### config.mk
export PLATFORM = sky130hd
export DESIGN_NAME = hpmc_regs
export DESIGN_NICKNAME = d
export VERILOG_FILES = /design/src/common/hpmc_pkg.sv /design/src/verilog/hpmc_regs.sv
export SDC_FILE = /design/constraint.sdc
export NUM_CORES = 1
export LEC_CHECK = 0
export ABC_AREA = 1
export BUFFER_PORTS_ARGS = -buffer_cell sky130_fd_sc_hd__buf_2
export CAP_MARGIN = 0
export CORE_MARGIN = 2
export CORE_UTILIZATION = 49
export DETAILED_ROUTE_END_ITERATION = 16
export PLACE_DENSITY = 0.87
export SYNTH_ARGS = -nofsm -noshare
export SYNTH_HDL_FRONTEND = slang
export SYNTH_SLANG_ARGS = --single-unit
### constraint.sdc
create_clock -name CLOCK -period 2.9 [get_ports CLOCK]
set_clock_uncertainty 0.15 [all_clocks]
set_input_delay 0.145 -clock CLOCK [delete_from_list [all_inputs] [get_ports CLOCK]]
set_output_delay 0.145 -clock CLOCK [all_outputs]
set_load 0.02 [all_outputs]
### src/common/hpmc_pkg.sv
package hpmc_pkg;

	// Internal register selects; only CTRL and STATUS are also byte addresses on the APB bus
	localparam logic [7:0] HPMC_OFS_CFG3    = 8'h08;
	localparam logic [7:0] HPMC_OFS_FIXED   = 8'h09;
	localparam logic [7:0] HPMC_OFS_SP_OFF  = 8'h0A;
	localparam logic [7:0] HPMC_OFS_BP_OFF  = 8'h0B;
	localparam logic [7:0] HPMC_OFS_CTRL    = 8'h0C;
	localparam logic [7:0] HPMC_OFS_STATUS  = 8'h10;

	// Register indices: byte address is index times four
	localparam logic [7:0] HPMC_IDX_CFG3    = 8'h08;
	localparam logic [7:0] HPMC_IDX_FIXED   = 8'h09;
	localparam logic [7:0] HPMC_IDX_SP_OFF  = 8'h0A;
	localparam logic [7:0] HPMC_IDX_BP_OFF  = 8'h0B;

	// Field positions
	localparam int HPMC_BIT_STRING   = 0;
	localparam int HPMC_BIT_RENUMBER = 3;
	localparam int HPMC_BIT_PORT1    = 1;
	localparam int HPMC_BIT_PORT2    = 2;
	localparam int HPMC_BIT_USE_STRAP = 0;

	// Writable masks
	localparam logic [7:0] HPMC_MASK_CFG3  = 8'h09;
	localparam logic [7:0] HPMC_MASK_PORTS = 8'h06;

	// Reset values
	localparam logic [7:0] HPMC_RST_CFG3  = 8'h00;
	localparam logic [7:0] HPMC_RST_PORTS = 8'h00;
	localparam logic       HPMC_RST_USE_STRAP = 1'b1;

	typedef enum logic [1:0] {
		HPMC_IDLE,
		HPMC_ACCESS
	} hpmc_state_t;

endpackage : hpmc_pkg

### src/verilog/hpmc_regs.sv
// The APB interface to the registers was left to the implementer.
`timescale 1ns/10ps

// Overview of operation
// - Config byte three bit 3 selects renumbering
// - Config byte three bit 0 enables strings
// - Fixed device byte flags non-removable ports
// - Report attached fixed ports to host
// - Fixed device straps apply in default mode
// - Bits 2 and 1 map ports 2, 1
// - Self-powered mask disables ports when set
// - Bus-powered mask disables ports when set
// - Disabled ports never enabled without renumbering
// - Report enabled count, renumber active ports
// - Either port-off strap of a pair disables its port by default
// - Strapped fixed port reports compound device
module hpmc_regs
	import hpmc_pkg::*;
(
	input  wire logic        CLOCK,
	input  wire logic        RST,
	input  wire logic        PSEL,
	input  wire logic        PENABLE,
	input  wire logic        PWRITE,
	input  wire logic [7:0]  PADDR,
	input  wire logic [31:0] PWDATA,
	output logic      [31:0] PRDATA,
	output logic             PREADY,
	output logic             PSLVERR,
	input  wire logic        SELF_POWERED,
	input  wire logic [1:0]  FIXED_DEVICE_STRAP,
	input  wire logic [2:1]  PORT_OFF_STRAP_PLUS,
	input  wire logic [2:1]  PORT_OFF_STRAP_MINUS,
	output logic             STRING_ENABLE,
	output logic             PORT_RENUMBER_ENABLE,
	output logic [2:1]       PORT_ACTIVE,
	output logic [2:1]       PORT_FIXED_REPORTED,
	output logic [1:0]       PORT_COUNT,
	output logic [2:1]       LOGICAL_PORT1_PHYS,
	output logic             COMPOUND_DEVICE
);

	hpmc_state_t state_q;
	logic [7:0]  cfg3_q;
	logic [7:0]  fixed_q;
	logic [7:0]  sp_off_q;
	logic [7:0]  bp_off_q;
	logic        use_strap_q;
	logic [7:0]  strap_fixed_q;
	logic [7:0]  strap_off_q;
	logic        strap_taken_q;
	logic [31:0] prdata_d;
	logic        known;
	logic        wr_now;
	logic [7:0]  eff_fixed;
	logic [7:0]  eff_off;
	logic [2:1]  active_d;
	logic [2:1]  fixed_d;
	logic [1:0]  count_d;
	logic [2:1]  phys1_d;

	function automatic logic addr_known(input logic [7:0] a);
		addr_known = (a == HPMC_OFS_CFG3) || (a == HPMC_OFS_FIXED) ||
			(a == HPMC_OFS_SP_OFF) || (a == HPMC_OFS_BP_OFF) ||
			(a == HPMC_OFS_CTRL) || (a == HPMC_OFS_STATUS);
	endfunction : addr_known

	function automatic logic [7:0] byte_addr(input logic [7:0] idx);
		byte_addr = {idx[5:0], 2'b00};
	endfunction : byte_addr

	// Indexed registers sit at four times their index
	function automatic logic [7:0] map_addr(input logic [7:0] a);
		if (a == byte_addr(HPMC_IDX_CFG3)) begin
			map_addr = HPMC_OFS_CFG3;
		end else if (a == byte_addr(HPMC_IDX_FIXED)) begin
			map_addr = HPMC_OFS_FIXED;
		end else if (a == byte_addr(HPMC_IDX_SP_OFF)) begin
			map_addr = HPMC_OFS_SP_OFF;
		end else if (a == byte_addr(HPMC_IDX_BP_OFF)) begin
			map_addr = HPMC_OFS_BP_OFF;
		end else if (a == HPMC_OFS_CTRL) begin
			map_addr = HPMC_OFS_CTRL;
		end else if (a == HPMC_OFS_STATUS) begin
			map_addr = HPMC_OFS_STATUS;
		end else begin
			map_addr = 8'hFF;
		end
	endfunction : map_addr

	logic [7:0] reg_sel;
	assign reg_sel = map_addr(PADDR);
	assign known   = addr_known(reg_sel);
	assign wr_now  = PSEL && PENABLE && PWRITE && known &&
		state_q == HPMC_ACCESS;

	// APB phase tracking
	always_ff @(posedge CLOCK or posedge RST) begin
		if (RST) begin
			state_q <= HPMC_IDLE;
		end else if (PSEL && !PENABLE) begin
			state_q <= HPMC_ACCESS;
		end else begin
			state_q <= HPMC_IDLE;
		end
	end

	assign PREADY  = 1'b1;
	assign PSLVERR = PSEL && PENABLE && !known;

	// Config byte three
	always_ff @(posedge CLOCK or posedge RST) begin
		if (RST) begin
			cfg3_q <= HPMC_RST_CFG3;
		end else if (wr_now && reg_sel == HPMC_OFS_CFG3) begin
			cfg3_q <= PWDATA[7:0] & HPMC_MASK_CFG3;
		end
	end

	// Port flag bytes
	always_ff @(posedge CLOCK or posedge RST) begin
		if (RST) begin
			fixed_q  <= HPMC_RST_PORTS;
			sp_off_q <= HPMC_RST_PORTS;
			bp_off_q <= HPMC_RST_PORTS;
		end else if (wr_now) begin
			if (reg_sel == HPMC_OFS_FIXED) begin
				fixed_q <= PWDATA[7:0] & HPMC_MASK_PORTS;
			end else if (reg_sel == HPMC_OFS_SP_OFF) begin
				sp_off_q <= PWDATA[7:0] & HPMC_MASK_PORTS;
			end else if (reg_sel == HPMC_OFS_BP_OFF) begin
				bp_off_q <= PWDATA[7:0] & HPMC_MASK_PORTS;
			end
		end
	end

	// Source select: straps or registers
	always_ff @(posedge CLOCK or posedge RST) begin
		if (RST) begin
			use_strap_q <= HPMC_RST_USE_STRAP;
		end else if (wr_now && reg_sel == HPMC_OFS_CTRL) begin
			use_strap_q <= PWDATA[HPMC_BIT_USE_STRAP];
		end
	end

	// Straps caught on first clock after reset release
	always_ff @(posedge CLOCK or posedge RST) begin
		if (RST) begin
			strap_taken_q <= 1'b0;
			strap_fixed_q <= HPMC_RST_PORTS;
			strap_off_q   <= HPMC_RST_PORTS;
		end else if (!strap_taken_q) begin
			strap_taken_q <= 1'b1;
			strap_fixed_q <= {5'h00, FIXED_DEVICE_STRAP, 1'b0};
			strap_off_q   <= {5'h00,
				PORT_OFF_STRAP_PLUS | PORT_OFF_STRAP_MINUS, 1'b0};
		end
	end

	always_comb begin
		eff_fixed = use_strap_q ? strap_fixed_q : fixed_q;
		if (use_strap_q) begin
			eff_off = strap_off_q;
		end else if (SELF_POWERED) begin
			eff_off = sp_off_q;
		end else begin
			eff_off = bp_off_q;
		end
		// Disabled ports stay off whatever the renumber bit; map to host built from active ports
		active_d = ~eff_off[HPMC_BIT_PORT2:HPMC_BIT_PORT1];
		fixed_d  = eff_fixed[HPMC_BIT_PORT2:HPMC_BIT_PORT1] & active_d;
		count_d  = {1'b0, active_d[1]} + {1'b0, active_d[2]};
		// Logical port 1 is lowest active physical port
		if (active_d[1]) begin
			phys1_d = 2'b01;
		end else if (active_d[2]) begin
			phys1_d = 2'b10;
		end else begin
			phys1_d = 2'b00;
		end
	end

	// Host-facing outputs
	always_ff @(posedge CLOCK or posedge RST) begin
		if (RST) begin
			PORT_ACTIVE         <= 2'b00;
			PORT_FIXED_REPORTED <= 2'b00;
			PORT_COUNT          <= 2'b00;
			LOGICAL_PORT1_PHYS  <= 2'b00;
			COMPOUND_DEVICE     <= 1'b0;
			STRING_ENABLE       <= 1'b0;
			PORT_RENUMBER_ENABLE <= 1'b0;
		end else begin
			PORT_ACTIVE         <= active_d;
			PORT_FIXED_REPORTED <= fixed_d;
			PORT_COUNT          <= count_d;
			LOGICAL_PORT1_PHYS  <= phys1_d;
			COMPOUND_DEVICE     <= use_strap_q && (|fixed_d);
			STRING_ENABLE       <= cfg3_q[HPMC_BIT_STRING];
			PORT_RENUMBER_ENABLE <= cfg3_q[HPMC_BIT_RENUMBER];
		end
	end

	// Read mux
	always_comb begin
		prdata_d = 32'h0000_0000;
		if (reg_sel == HPMC_OFS_CFG3) begin
			prdata_d = {24'h00_0000, cfg3_q};
		end else if (reg_sel == HPMC_OFS_FIXED) begin
			prdata_d = {24'h00_0000, fixed_q};
		end else if (reg_sel == HPMC_OFS_SP_OFF) begin
			prdata_d = {24'h00_0000, sp_off_q};
		end else if (reg_sel == HPMC_OFS_BP_OFF) begin
			prdata_d = {24'h00_0000, bp_off_q};
		end else if (reg_sel == HPMC_OFS_CTRL) begin
			prdata_d = {31'h0000_0000, use_strap_q};
		end else if (reg_sel == HPMC_OFS_STATUS) begin
			prdata_d = {23'h00_0000, COMPOUND_DEVICE, PORT_COUNT,
				PORT_FIXED_REPORTED, PORT_ACTIVE, LOGICAL_PORT1_PHYS};
		end
	end

	// Read data registered in setup cycle
	always_ff @(posedge CLOCK or posedge RST) begin
		if (RST) begin
			PRDATA <= 32'h0000_0000;
		end else if (PSEL && !PENABLE && !PWRITE) begin
			PRDATA <= prdata_d;
		end
	end
endmodule : hpmc_regs

==> results.cfg <==
[sta]
rsz0062_at_grt = false
finalHoldViolations = 0
finalSetupViolCount = 0
fmax_ghz = 0.529
slew_headroom_pct = 37.8
worst_pin_slew_ns = 0.930
hold_slack_ns = 0.146
fin_crit_ns = 1.89
setup-tns-final_ns = 0
setup_ws_ns = 1.01
min_period_over_period_pct = 65.2
slew_viol_final = 0

[global_routing]
antenna_found_initial = 0
grt_use_total_pct = 19.3
grt_pass1_vias = 1532
grt_start_max_net_pins = 35
overflow = 0
grt_pass1_wl_um = 6440

[clocking]
numClockSinks = 34
clk-insertion-delay-late_ns = 0.29
clk_pin_slew_ns = 0.07
cts_tree = yes
cts_buffers = 5
htreeDepth = 2
cts_resized = 0
post_cts_buffers = 0
cts_max_path_buffers = 2
cts_root_buffer = clkbuf_8

[detailed_routing]
first_iter_violations = 111
wirelength_met1_um = 1550
drtPass1Iterations = 4
met3_length_um = 261
ant_nets = 0
via_per_inst = 4.69
wl_met2_um = 1990
top_layer_used = met4
route.detailed.drc = 0
vias = 1585
wire_per_inst_um = 11.4
routed_wl_um = 3850

[setup_path]
critPathMaxFanout = 13
setup.worst_path.end = fixed_q[1]
crit_type = input pin to flop
cp.required_ns = 2.93
crit_path_start = PENABLE
rr_worst_depth = 5
rrSetupSlack_ns = 1.19
endpoint_kind = flop
r2r_end = fixed_q[1]
reg2reg_from = state_q[0]
start_kind = input pin
crit_arrival_ns = 1.92

[yosys]
ys_ff_latch = 34
synth_top_area_share_pct = 42.6
ys_top_cells_by_area = dfrtp_1 (43%), nand2_1 (13%), buf_4 (10%), inv_1 (4.7%), nand3_1 (3.1%)
yosysWarnings = 0
yosysSeqAreaShare_pct = 44.0
synth.distinct_cells = 33
syn_area_per_cell_sq_um = 8.46
synth_top_cell_by_area = dfrtp_1
syn_inst = 229
syn_area_sq_um = 1940

[min_path]
min_path_type = input pin to flop
min-delay-start = PADDR[2]

[final_layout]
final_nets = 344
n_antenna_cell = 0
area_growth_syn_to_layout_pct = 20.7
final_cells = 338
multi_input_area_sq_um = 835
drive_above_1_share_pct = 27.6
area.sequential_sq_um = 852
utilization_pct = 62.5
fillerInstances = 330

[floorplanning]
io_pins = 97
fp.dieW_um = 66.9
num_rows = 22
dieHeight_um = 66.9
initial_core_util_pct = 51.7
die_area_sq_um = 4470
coreArea_sq_um = 3740

[place]
place_inst = 318
dp_hpwl_um = 2870
numPortBuffers = 44
place_ws_ns = 1.23
gp_congestion = 0.808

[pwr]
ir_drop_uv = 280
leakagePower_nw = 1.37
pwr_density_cell_nw_per_um2 = 464

[run]
cap_violations = 0

[outcome]
status = complete, no violations
==> critical path: stages <==
cell and delay [ns]:
dlygate4sd3_1 0.52, buf_2 0.11, nand2_1 0.06, nor2_1 0.71, nand3_1 0.21, nand2_1 0.11, nand2_1 0.05
==> per-stage QoR <==
stage,cell area (sq um),power (mW)
after floorplan,2020,0.618
after global routing,2340,1.12
final,2340,1.09
after detailed placement,2100,0.635
after CTS,2340,1.09
after global placement,2100,0.631
==> layout by cell type (no fill, tap or decap), types with 8 or more instances in the layout <==
master	synthesis	final
nand2_1	68	68
buf_2	0	44
dfrtp_1	33	33
conb_1	2	25
inv_1	24	24
dlygate4sd3_1	0	13
nand3_1	12	12
o21ai_0	9	9
nand4_1	8	8
==> state kept, by name (all words and copies together) (netlist names), 2 cells and up <==
register,count
LOGICAL_PORT1_PHYS,2
PORT_COUNT,2
PORT_FIXED_REPORTED,2
PRDATA,9
bp_off_q,2
cfg3_q,2
fixed_q,2
sp_off_q,2
strap_fixed_q,2
strap_off_q,2
==> synthesized netlist by cell type (all sizes together) <==
library cell  count
buf              27
or2               3
nand2            74
nor2             12
o211ai            2
nand3            15
a21boi            1
nand3b            2
clkinv            2
nand2b            1
dfrtp            33
ha                2
inv              30
conb              2
nand4             9
o21a              1
dfstp             1
o21ai            10
a21oi             2
==> final cells by class <==
class,count,share of cell area [%]
flip-flops and latches,34,36.4
multi-input cells,159,35.7
repair buffers,58,15.3
inverters,32,5.19
clock buffers,6,3.53
well taps,48,2.57
clock inverters,1,1.28
==> layer usage <==
metal	up-vias	GRT usage, %
li1	784	-
met1	735	21.6
met2	59	35.4
met3	7	5.57
met4	0	5.61
met5	-	0
==> power breakdown <==
| part | internal (mW) | switching, mW |
|---|---|---|
| sequential | 0.488 | 0.00776 |
| combinational | 0.0479 | 0.0951 |
| clock | 0.275 | 0.172 |
| total | 0.811 | 0.274 |
==> worst min path at each step <==
stage / endpoint / slack, ns / cells past startpoint
CTS: PRDATA[2] / 0.14 / 5
detailed placement: strap_fixed_q[2] / 0.11 / 3
global placement: PORT_COUNT[0] / 0.10 / 3
finish: PRDATA[2] / 0.15 / 5
global route: PRDATA[2] / 0.18 / 5
floorplan: state_q[0] / 0.07 / 1
==> cells by family (layout without fill, tap and decap cells) <==
| logic type | Yosys count | after routing | share of synthesized area, % |
|---|---|---|---|
| buffers and inverters | 59 | 97 | 17.4 |
| other | 2 | 25 | 0.388 |
| adder cells (fa/ha/maj) | 2 | 2 | 1.29 |
| flip-flops | 34 | 34 | 44.0 |
| AND/OR/NAND/NOR | 116 | 116 | 32.3 |
| AO/OA/AOI/OAI | 16 | 16 | 4.65 |
==> timing repair <==
| item | in CTS | in global routing |
|---|---|---|
| hold buffers | 13 | 0 |
| endpoints found under the setup margin | 0 | 0 |
| hold endpoints to repair | 44 | 0 |
No activity file was read; power rests on OpenSTA's default activity.
